**config.mk**
```make
export PLATFORM = sky130hd
export DESIGN_NAME = prm_regbank
export DESIGN_NICKNAME = d
export VERILOG_FILES = /design/src/design/prm_pkg.sv /design/src/design/prm_addr_decode.sv /design/src/design/prm_regbank.sv
export VERILOG_INCLUDE_DIRS = /design/src /design/src/design
export SDC_FILE = /design/constraint.sdc
export NUM_CORES = 1
export LEC_CHECK = 0
export BUFFER_PORTS_ARGS = -buffer_cell sky130_fd_sc_hd__clkbuf_2
export CORE_ASPECT_RATIO = 1.4
export CORE_MARGIN = 1
export CORE_UTILIZATION = 50
export CTS_CLUSTER_SIZE = 25
export DETAILED_ROUTE_END_ITERATION = 8
export HOLD_SLACK_MARGIN = 0.06
export MAX_ROUTING_LAYER = met4
export PLACE_DENSITY = 0.67
export SLEW_MARGIN = 20
export SYNTH_ARGS = -nofsm -noshare
export SYNTH_HDL_FRONTEND = slang
export SYNTH_SLANG_ARGS = --single-unit
```
**constraint.sdc**
```tcl
create_clock -name sys_clk_in -period 42 [get_ports sys_clk_in]
set_clock_uncertainty 0.1 [all_clocks]
set_input_delay 4.2 -clock sys_clk_in [delete_from_list [all_inputs] [get_ports sys_clk_in]]
set_output_delay 4.2 -clock sys_clk_in [all_outputs]
set_load 0.1 [all_outputs]
```
**src/design/prm_map.svh**
```systemverilog
// Register offsets, field positions and reset values of the paged register bank
`ifndef PRM_MAP_SVH
`define PRM_MAP_SVH

// ----------------------------------------
// Geometry
// ----------------------------------------
`define PRM_NUM_PAGES 8
`define PRM_REGS_PER_PAGE 8
`define PRM_NUM_REGS 64

// ----------------------------------------
// Register offsets (linear register address)
// ----------------------------------------
`define PRM_OFS_PAGE_SELECT 6'h00
`define PRM_OFS_FILL_COUNT 6'h04
`define PRM_OFS_IRQ_ENABLE 6'h06
`define PRM_OFS_IRQ_REQUEST 6'h07
`define PRM_OFS_GENERAL_CONTROL 6'h09
`define PRM_OFS_ERROR_FLAGS 6'h0A
`define PRM_OFS_COLLISION_POS 6'h0B
`define PRM_OFS_CHECKSUM_LOW 6'h0E
`define PRM_OFS_CHECKSUM_HIGH 6'h0F
`define PRM_OFS_TX_PIN_CONTROL 6'h11
`define PRM_OFS_MOD_CONDUCTANCE 6'h13
`define PRM_OFS_RX_DELAY 6'h21
`define PRM_OFS_RSVD_FIRST 6'h31
`define PRM_OFS_RSVD_LAST 6'h37

// ----------------------------------------
// Fields
// ----------------------------------------
`define PRM_PAGE_USE_PAGING_BIT 7
`define PRM_TXC_FORCE_FULL_BIT 4
`define PRM_MODC_SETTING_MSB 5
`define PRM_MODC_FULL_DEPTH 6'h3F

// ----------------------------------------
// Reset values
// ----------------------------------------
`define PRM_RST_PAGE_SELECT 8'h80
`define PRM_RST_TX_PIN_CONTROL 8'h58
`define PRM_RST_GENERAL_CONTROL 8'h00
`define PRM_RST_DEFAULT 8'h00

`endif

```
**src/design/prm_pkg.sv**
```systemverilog
// Types shared by the paged register bank
`default_nettype none
package prm_pkg;

  // ----------------------------------------
  // Host register port
  // ----------------------------------------
  typedef struct packed {
    logic       sel;
    logic       wr;
    logic       rd;
    logic [5:0] addr;
    logic [7:0] wdata;
  } prm_bus_req_s;

  // ----------------------------------------
  // Status arriving from the device core
  // ----------------------------------------
  typedef struct packed {
    logic [6:0]  buffer_fill_count;
    logic [7:0]  irq_events;
    logic        cmd_done;
    logic [7:0]  command_error_flags;
    logic        collision_seen;
    logic [7:0]  collision_position;
    logic        link_type_b;
    logic [15:0] checksum_result;
    logic        tx_done;
  } prm_core_stat_s;

  // ----------------------------------------
  // Controls going to the device core
  // ----------------------------------------
  typedef struct packed {
    logic [7:0] transmit_pin_control;
    logic [5:0] modulation_conductance_eff;
    logic [7:0] general_control;
    logic       rx_enable;
  } prm_core_ctl_s;

  typedef enum logic [1:0] {
    PRM_RXD_IDLE = 2'b00,
    PRM_RXD_WAIT = 2'b01,
    PRM_RXD_FIRE = 2'b11
  } prm_rxd_state_e;

endpackage : prm_pkg
`default_nettype wire

```
**src/design/prm_addr_decode.sv**
```systemverilog
// Forms the linear register address from the bus address and the page register
`default_nettype none
`include "prm_map.svh"
module prm_addr_decode (
  // Bus side
  input wire logic [5:0] addr_in,
  input wire logic mux_bus_in,
  // Page register
  input wire logic [7:0] page_select_in,
  // Decoded
  output logic [5:0] lin_addr_out,
  output logic is_page_out
);
  import prm_pkg::*;

  logic use_paging;

  always_comb begin
    // Dedicated bus always pages; multiplexed bus pages only when enabled
    use_paging = !mux_bus_in || page_select_in[`PRM_PAGE_USE_PAGING_BIT];
    if (use_paging) begin
      lin_addr_out = {page_select_in[2:0], addr_in[2:0]};
    end else begin
      lin_addr_out = addr_in;
    end
    // Page register sits at the first slot of every page
    is_page_out = (lin_addr_out[2:0] == 3'h0);
  end

endmodule : prm_addr_decode
`default_nettype wire

```
**src/design/prm_regbank.sv**
```systemverilog
// Paged register bank: host access, core status capture and control outputs
`default_nettype none
`include "prm_map.svh"
// What this block does
// - 64 byte registers in eight pages of eight
// - Page register at every page start, resets 0x80
// - Page register reachable from any page
// - Dedicated bus: three lines, page register pages
// - Multiplexed bus: six lines, paged or linear
// - Transmit pin control at 0x11, resets 0x58
// - General control resets to zero
// - Forced full depth overrides modulation conductance
// - Type B never updates collision position; the last captured one stays readable
// - Fill count of buffer readable
// - Enable bits gate request flags onto interrupt
// - Error register holds last command outcome
// - Programmable delay after transmit before receive
// - Checksum result as low and high bytes
// - Page six 0x31 to 0x37 reserved
module prm_regbank #(
  parameter int DELAY_STEP_CYCLES = 1
) (
  // Clock and reset
  input wire logic sys_clk_in,
  input wire logic reset_in,
  // Host register port
  input wire prm_pkg::prm_bus_req_s bus_in,
  input wire logic mux_bus_in,
  output logic [7:0] rd_data_out,
  output logic rd_valid_out,
  // Core status and control
  input wire prm_pkg::prm_core_stat_s core_in,
  output prm_pkg::prm_core_ctl_s ctl_out,
  output logic irq_out
);
  import prm_pkg::*;

  // ----------------------------------------
  // Address decode
  // ----------------------------------------
  logic [7:0] page_q;
  logic [7:0] page_d;
  logic [5:0] lin_addr;
  logic is_page;
  logic wr_hit;
  logic rd_hit;
  logic is_rsvd;

  prm_addr_decode u_decode (
    .addr_in(bus_in.addr),
    .mux_bus_in(mux_bus_in),
    .page_select_in(page_q),
    .lin_addr_out(lin_addr),
    .is_page_out(is_page)
  );

  assign wr_hit = bus_in.sel && bus_in.wr;
  assign rd_hit = bus_in.sel && bus_in.rd && !bus_in.wr;
  assign is_rsvd = (lin_addr >= `PRM_OFS_RSVD_FIRST) && (lin_addr <= `PRM_OFS_RSVD_LAST);

  // ----------------------------------------
  // Register storage
  // ----------------------------------------
  logic [7:0] regs_q [`PRM_NUM_REGS];
  logic [7:0] regs_d [`PRM_NUM_REGS];
  logic [7:0] irq_req_q;
  logic [7:0] irq_req_d;
  logic [7:0] err_q;
  logic [7:0] err_d;
  logic [7:0] coll_q;
  logic [7:0] coll_d;

  function automatic logic [7:0] reset_value(input int idx);
    logic [7:0] v;
    v = `PRM_RST_DEFAULT;
    if (idx == int'(`PRM_OFS_TX_PIN_CONTROL)) begin
      v = `PRM_RST_TX_PIN_CONTROL;
    end else if (idx == int'(`PRM_OFS_GENERAL_CONTROL)) begin
      v = `PRM_RST_GENERAL_CONTROL;
    end
    return v;
  endfunction : reset_value

  always_comb begin
    page_d = page_q;
    for (int i = 0; i < `PRM_NUM_REGS; i++) begin
      regs_d[i] = regs_q[i];
    end
    if (wr_hit) begin
      if (is_page) begin
        page_d = bus_in.wdata;
      end else if (!is_rsvd) begin
        regs_d[lin_addr] = bus_in.wdata;
      end
    end
  end

  always_ff @(posedge sys_clk_in or posedge reset_in) begin
    if (reset_in) begin
      page_q <= `PRM_RST_PAGE_SELECT;
      for (int i = 0; i < `PRM_NUM_REGS; i++) begin
        regs_q[i] <= reset_value(i);
      end
    end else begin
      page_q <= page_d;
      for (int i = 0; i < `PRM_NUM_REGS; i++) begin
        regs_q[i] <= regs_d[i];
      end
    end
  end

  // ----------------------------------------
  // Core status capture
  // ----------------------------------------
  logic irq_req_wr;

  assign irq_req_wr = wr_hit && !is_page && (lin_addr == `PRM_OFS_IRQ_REQUEST);

  always_comb begin
    // Writing one clears a flag; a new event in the same cycle wins
    irq_req_d = irq_req_q;
    if (irq_req_wr) begin
      irq_req_d = irq_req_d & ~bus_in.wdata;
    end
    irq_req_d = irq_req_d | core_in.irq_events;
    err_d = core_in.cmd_done ? core_in.command_error_flags : err_q;
    coll_d = coll_q;
    if (core_in.collision_seen && !core_in.link_type_b) begin
      coll_d = core_in.collision_position;
    end
  end

  always_ff @(posedge sys_clk_in or posedge reset_in) begin
    if (reset_in) begin
      irq_req_q <= 8'h00;
      err_q <= 8'h00;
      coll_q <= 8'h00;
    end else begin
      irq_req_q <= irq_req_d;
      err_q <= err_d;
      coll_q <= coll_d;
    end
  end

  // ----------------------------------------
  // Read path
  // ----------------------------------------
  logic [7:0] rd_data_q;
  logic [7:0] rd_data_d;
  logic rd_valid_q;

  always_comb begin
    rd_data_d = rd_data_q;
    if (rd_hit) begin
      if (is_page) begin
        rd_data_d = page_q;
      end else if (is_rsvd) begin
        rd_data_d = 8'h00;
      end else begin
        case (lin_addr)
          `PRM_OFS_FILL_COUNT: rd_data_d = {1'b0, core_in.buffer_fill_count};
          `PRM_OFS_IRQ_REQUEST: rd_data_d = irq_req_q;
          `PRM_OFS_ERROR_FLAGS: rd_data_d = err_q;
          `PRM_OFS_COLLISION_POS: rd_data_d = coll_q;
          `PRM_OFS_CHECKSUM_LOW: rd_data_d = core_in.checksum_result[7:0];
          `PRM_OFS_CHECKSUM_HIGH: rd_data_d = core_in.checksum_result[15:8];
          default: rd_data_d = regs_q[lin_addr];
        endcase
      end
    end
  end

  always_ff @(posedge sys_clk_in or posedge reset_in) begin
    if (reset_in) begin
      rd_data_q <= 8'h00;
      rd_valid_q <= 1'b0;
    end else begin
      rd_data_q <= rd_data_d;
      rd_valid_q <= rd_hit;
    end
  end

  assign rd_data_out = rd_data_q;
  assign rd_valid_out = rd_valid_q;

  // ----------------------------------------
  // Interrupt and control outputs
  // ----------------------------------------
  prm_rxd_state_e rxd_q;
  prm_rxd_state_e rxd_d;
  logic [7:0] txc;
  logic force_full;

  assign irq_out = |(irq_req_q & regs_q[`PRM_OFS_IRQ_ENABLE]);
  assign txc = regs_q[`PRM_OFS_TX_PIN_CONTROL];
  assign force_full = txc[`PRM_TXC_FORCE_FULL_BIT];

  always_comb begin
    ctl_out.transmit_pin_control = txc;
    ctl_out.general_control = regs_q[`PRM_OFS_GENERAL_CONTROL];
    if (force_full) begin
      ctl_out.modulation_conductance_eff = `PRM_MODC_FULL_DEPTH;
    end else begin
      ctl_out.modulation_conductance_eff =
        regs_q[`PRM_OFS_MOD_CONDUCTANCE][`PRM_MODC_SETTING_MSB:0];
    end
    ctl_out.rx_enable = rxd_q == PRM_RXD_FIRE;
  end

  // ----------------------------------------
  // Receive delay after transmit
  // ----------------------------------------
  logic [15:0] rxd_cnt_q;
  logic [15:0] rxd_cnt_d;
  logic [15:0] rxd_total;

  assign rxd_total = 16'(regs_q[`PRM_OFS_RX_DELAY]) * 16'(DELAY_STEP_CYCLES);

  always_comb begin
    rxd_d = rxd_q;
    rxd_cnt_d = rxd_cnt_q;
    case (rxd_q)
      PRM_RXD_IDLE: begin
        if (core_in.tx_done) begin
          rxd_cnt_d = rxd_total;
          rxd_d = (rxd_total == 16'h0000) ? PRM_RXD_FIRE : PRM_RXD_WAIT;
        end
      end
      PRM_RXD_WAIT: begin
        if (rxd_cnt_q <= 16'h0001) begin
          rxd_cnt_d = 16'h0000;
          rxd_d = PRM_RXD_FIRE;
        end else begin
          rxd_cnt_d = rxd_cnt_q - 16'h0001;
        end
      end
      PRM_RXD_FIRE: begin
        rxd_d = PRM_RXD_IDLE;
      end
      default: begin
        rxd_d = PRM_RXD_IDLE;
      end
    endcase
  end

  always_ff @(posedge sys_clk_in or posedge reset_in) begin
    if (reset_in) begin
      rxd_q <= PRM_RXD_IDLE;
      rxd_cnt_q <= 16'h0000;
    end else begin
      rxd_q <= rxd_d;
      rxd_cnt_q <= rxd_cnt_d;
    end
  end
endmodule : prm_regbank
`default_nettype wire

```
# == After elaboration in Yosys (flattened, before gate mapping) ==
# Cells that the tools add are included.
# totals
in_bits,71
output_inout_bits,33
regBits,571
elab_cells,136
# classes
add_sub_neg,1
order_cmp,5
bitwise,7
muxes,19
eq_ne,10
reduce_logical,22
# ops
op,count
512-bit bitwise mux,1
8-bit binary-select mux with 6-bit select,1
8-bit demux with 6-bit select,1
8-bit 2-to-1 mux,6
8-bit case mux with 6 select lines,1
16-bit 2-to-1 mux,2
16-bit case mux with 2 select lines,1
6-bit by 4-bit equality test with 1-bit output (second input constant),4
8-bit bitwise AND,2
16-bit by 1-bit <= comparator with 1-bit output (second input constant),1
16-bit logical NOT,1
16-bit by 1-bit subtractor with 16-bit output (second input constant),1
6-bit by 3-bit equality test with 1-bit output (second input constant),2
6-bit 2-to-1 mux,2
1-bit logical AND,8
8-bit inverter,1
8-bit bitwise OR,1
8-bit OR reduction,1
7-bit >= comparator (second input constant),1
7-bit by 1-bit less-than comparator with 1-bit output (second input constant),1
6-bit inverter with 7-bit output,1
6-bit >= comparator (second input constant),1
6-bit <= comparator (second input constant),1
2-bit 2-to-1 mux,3
other kinds (12),19

# == Depth between registers and ports, before layout ==
# depth
ltp_word,10
ltp_mapped,10
depth_no_buf,7

# == By module ==
# A second synthesis with hierarchy kept.
# unflattened
hier_cells,1876
hier_area_um2,26548.0
# by_module_without_submodules
mod,cells_each,area_each_um2,n_inst,seq_area_each_um2
prm_regbank,1868,26461.6,1,14293.7
prm_addr_decode,8,86.3,1,0.0

# == Worst setup path after synthesis ==
# Ideal clock, no wire load.
# synth_timing
path_kind,register to output
start,register rxd_q[0]
end,output port ctl_out[0] (netlist name)
n_path_buf,0
t_required_ps,37700
setup_slack_ps,35799
path_stages_with_launch,3
t_arrival_ps,1901
path_cell_list,dfrtp_1 > clkinv_1 > nor2_1
# synth_rtl
element,line_no,rtl
"start, declared",prm_regbank.sv:189,prm_rxd_state_e rxd_q;
"start signal, assigned",prm_regbank.sv:251,rxd_q <= rxd_d;
"end, declared",prm_regbank.sv:33,"output prm_pkg::prm_core_ctl_s ctl_out,"

# == Worst setup path after layout ==
# layout_timing
start,input port bus_in[9] (netlist name)
end,"register rd_data_q[3], in the netlist rd_data_out[3]"
# layout_between
elab_chain_len,8
word_cells_on_any_way,18
classes_between,2 x order compare; 6 x eq/ne; 7 x mux; 1 x bitwise; 2 x reduce/logical
# layout_rtl
element,line_no,rtl
"start, declared",prm_regbank.sv:27,"input wire prm_pkg::prm_bus_req_s bus_in,"
6-bit 2-to-1 mux *,prm_addr_decode.sv:21,if (use_paging) begin
6-bit inverter with 7-bit output (not written as such),prm_regbank.sv:167,default: rd_data_d = regs_q[lin_addr];
8-bit binary-select mux with 6-bit select,prm_regbank.sv:167,
8-bit 2-to-1 mux (not written as such) (2 in a row),prm_regbank.sv:167,
8-bit case mux with 6 select lines,prm_regbank.sv:160,case (lin_addr)
8-bit 2-to-1 mux,prm_regbank.sv:157,end else if (is_rsvd) begin
8-bit 2-to-1 mux *,prm_regbank.sv:155,if (is_page) begin
"end signal, assigned",prm_regbank.sv:178,rd_data_q <= rd_data_d;
"end, declared",prm_regbank.sv:148,logic [7:0] rd_data_q;
# Every way passes the cells marked *; elsewhere a longest branch is shown, timed or not. The select of a mux whose other input is x is not followed.
# A chain may end at the register's enable or synchronous reset.

==> flow_metrics.env <==
export IMPL_min_period_ns=7.23
export IMPL_use_met3=0.0334
export IMPL_place_area_sq_um=26800
export IMPL_antenna_found_initial=0
export IMPL_gr_usage_met1=0.358
export IMPL_rsz0062_at_grt="no"
export IMPL_crit_start="bus_in[9]"
export IMPL_ys_flop_type="dfrtp_1"
export IMPL_path_cells="buf_6 > buf_4 > buf_4 > mux2_2 > a221o_1 > a2111oi_0 > nor4_1 > nand4_1 > a21oi_1"
export IMPL_grt_max_degree=166
export IMPL_cp_start_kind="input port"
export IMPL_dr_pass1_iters=5
export IMPL_grt_overflow=0
export IMPL_hold_violations=0
export IMPL_utilization=0.552
export IMPL_post_place_cells=2427
export IMPL_grt_pass1_wl_mm=106
export IMPL_synth_async_reset_ratio=1.00
export IMPL_clock_root_buffer="clkbuf_16"
export IMPL_netlist_instances=1894
export IMPL_port_buffers=103
export IMPL_critical_path_class="in2reg"
export IMPL_rr_startpoint="page_q[7]$_DFFE_PP1P_"
export IMPL_cp_top_family="buffers and inverters"
export IMPL_cp_arrival_ns=7.61
export IMPL_slew_headroom=0.290
export IMPL_grt_use_total=0.273
export IMPL_synthTopCellsByCount="dfrtp_1, mux2_2, clkbuf_1"
export IMPL_yosys_warnings=0
export IMPL_holdBufCountCts=0
export IMPL_finalMaxSlewViolations=0
export IMPL_vias_per_cell=6.15
export IMPL_crit_fanout=57
export IMPL_insertion_delay_ns=0.60
export IMPL_worst_slew_pin_slew_ns=1.06
export IMPL_avgSynthCellArea_sq_um=13.9
export IMPL_crit_top_cell="buf_4"
export IMPL_synthDistinctLibCells=76
export IMPL_nets=1901
export IMPL_cts_sinks=571
export IMPL_synth_top_cell_by_area="dfrtp_1"
export IMPL_hp_class="reg2reg"
export IMPL_drive_above_1_share=0.440
export IMPL_ys_seq_area_frac=0.543
export IMPL_cp_slowest_cell="buf_4"
export IMPL_die_area_sq_um=53600
export IMPL_final_setup_viol_count=0
export IMPL_busiest_layer="met2"
export IMPL_synth_most_common_cell="dfrtp_1"
export IMPL_die_x_um=196
export IMPL_fin_crit_sh=0.172
export IMPL_p_leak_nw=13.4
export IMPL_end_kind="flop"
export IMPL_status="completed"
export IMPL_cts_clk_slew_worst_paths_ns=0.07
export IMPL_fmax_mhz=138
export IMPL_cp_slowest_stage_delay_ns=0.78
export IMPL_first_iter_violations=1157
export IMPL_fp_dieH_um=274
export IMPL_synth_nets=1967
export IMPL_fillCellCount=4233
export IMPL_cts_buffers=55
export IMPL_remaining_drc_errors=0
export IMPL_ant_nets=0
export IMPL_worst_path_buf_inv=3
export IMPL_gp_congestion=0.952
export IMPL_vias=15500
export IMPL_fin_cells=2527
export IMPL_io_pin_count=104
export IMPL_route_detailed_wl_per_inst_um=27.3
export IMPL_area_growth_pct=9.16
export IMPL_synth_seq_cells=571
export IMPL_hp_start="regs_q[82]$_DFFE_PP0P_"
export IMPL_ctsResizeCount=0
export IMPL_synth_edf_count=0
export IMPL_htreeDepth=2
export IMPL_power_density_nw_per_um2=50.8
export IMPL_critPathRequiredTime_ns=42.37
export IMPL_max_cap_violations=0
export IMPL_rows=99
export IMPL_wirelength_mm=69.0
export IMPL_totalNegativeSetupSlack_ns=0
export IMPL_n_antenna_cell=0
export IMPL_postCtsSetupRepairBufs=0
export IMPL_final_area_sq_um=28700
export IMPL_initial_utilization=0.506
export IMPL_peakVddDrop_v=0.0000335
export IMPL_synth_top_area_share=0.539
export IMPL_syn_area_sq_um=26300
export IMPL_use_met2=0.438
export IMPL_grt_pass1_vias=16300
export IMPL_cts_tree="yes"
export IMPL_hpwl_mm=45.3
export IMPL_coreArea_sq_um=52000
export IMPL_cts_buffer_depth=3
export IMPL_synth_area_top_cells="dfrtp_1, mux2_2, mux4_2"
==> metal layers <==
layer,vias to the layer above,share of wire
met1,8278,0.42
met4,0,0.040
met3,131,0.044
li1,6687,-
met5,-,0
met2,433,0.49
==> path summary, 6_finish.rpt <==
path                                         endpoint  slack [ns]  cells past startpoint
max                        rd_data_out[3]$_DFFE_PP0P_       34.77                      9
min                            regs_q[82]$_DFFE_PP0P_        0.27                      0
max reg2reg                rd_data_out[6]$_DFFE_PP0P_       38.13                      7
min reg2reg                    regs_q[82]$_DFFE_PP0P_        0.27                      0
max in group asynchronous     regs_q[409]$_DFFE_PP0P_       35.85                      4
min in group asynchronous      regs_q[90]$_DFFE_PP0P_        3.65                      2
==> stage by stage <==
stage / worst slack [ns] / power, mW / hold WS, ns
final: 34.77 / 1.46 / 0.271
after global routing: 34.67 / 1.52 / 0.280
after CTS: 34.77 / 1.47 / 0.274
after detailed placement: 34.16 / 0.936 / 0.260
after global placement: 34.18 / 0.927 / 0.258
after floorplan: 21.73 / 0.859 / 0.321
==> power breakdown <==
group	switching [mW]	leakage [nW]	total [mW]	internal [mW]
clock	0.217	0.972	0.534	0.317
combinational	0.175	4.68	0.278	0.103
sequential	0.0391	7.73	0.648	0.609
==> registers in the layout, indices dropped and copies added (netlist names) <==
| register | cells |
|---|---|
| rd_data_out | 8 |
| txc | 8 |
| rxd_cnt_q | 16 |
| rd_valid_out | 1 |
| ctl_out | 8 |
| err_q | 8 |
| rxd_q | 2 |
| page_q | 8 |
| irq_req_q | 8 |
| regs_q | 496 |
| coll_q | 8 |
==> kinds of logic after synthesis <==
group	Yosys count	share of synthesized area
AOI/OAI and AO/OA	181	0.0486
adders and majority gates	2	0.000950
and+or+nand+nor	281	0.0634
xor gates and xnor gates	5	0.00166
DFF	571	0.543
buffers and inverters	263	0.0448
muxes	591	0.298
==> final cells by class <==
class	instances	area, sq um	share of cell area
sequential	571	14300	0.497
multi-input combinational	1060	10900	0.378
clock buffer	75	1610	0.0562
tap	656	821	0.0286
timing repair buffer	126	742	0.0258
clock inverter	25	332	0.0115
inverter	14	60.1	0.00209
==> cell usage in the layout (no fill, tap or decap), types with 15 or more instances in the layout <==
master     instances
o21ai_0           30
nand3_1           17
clkinv_2          15
mux2_2           413
buf_4             20
a32oi_1           20
nand2_1           82
mux4_2           112
dfrtp_1          567
mux2i_1           61
clkbuf_2         100
nor2_1            44
a21oi_1           37
nor2_4            23
nor2_2            21
clkbuf_16         57
a22oi_1           15
Note: power is estimated with default switching activity, not from simulation.
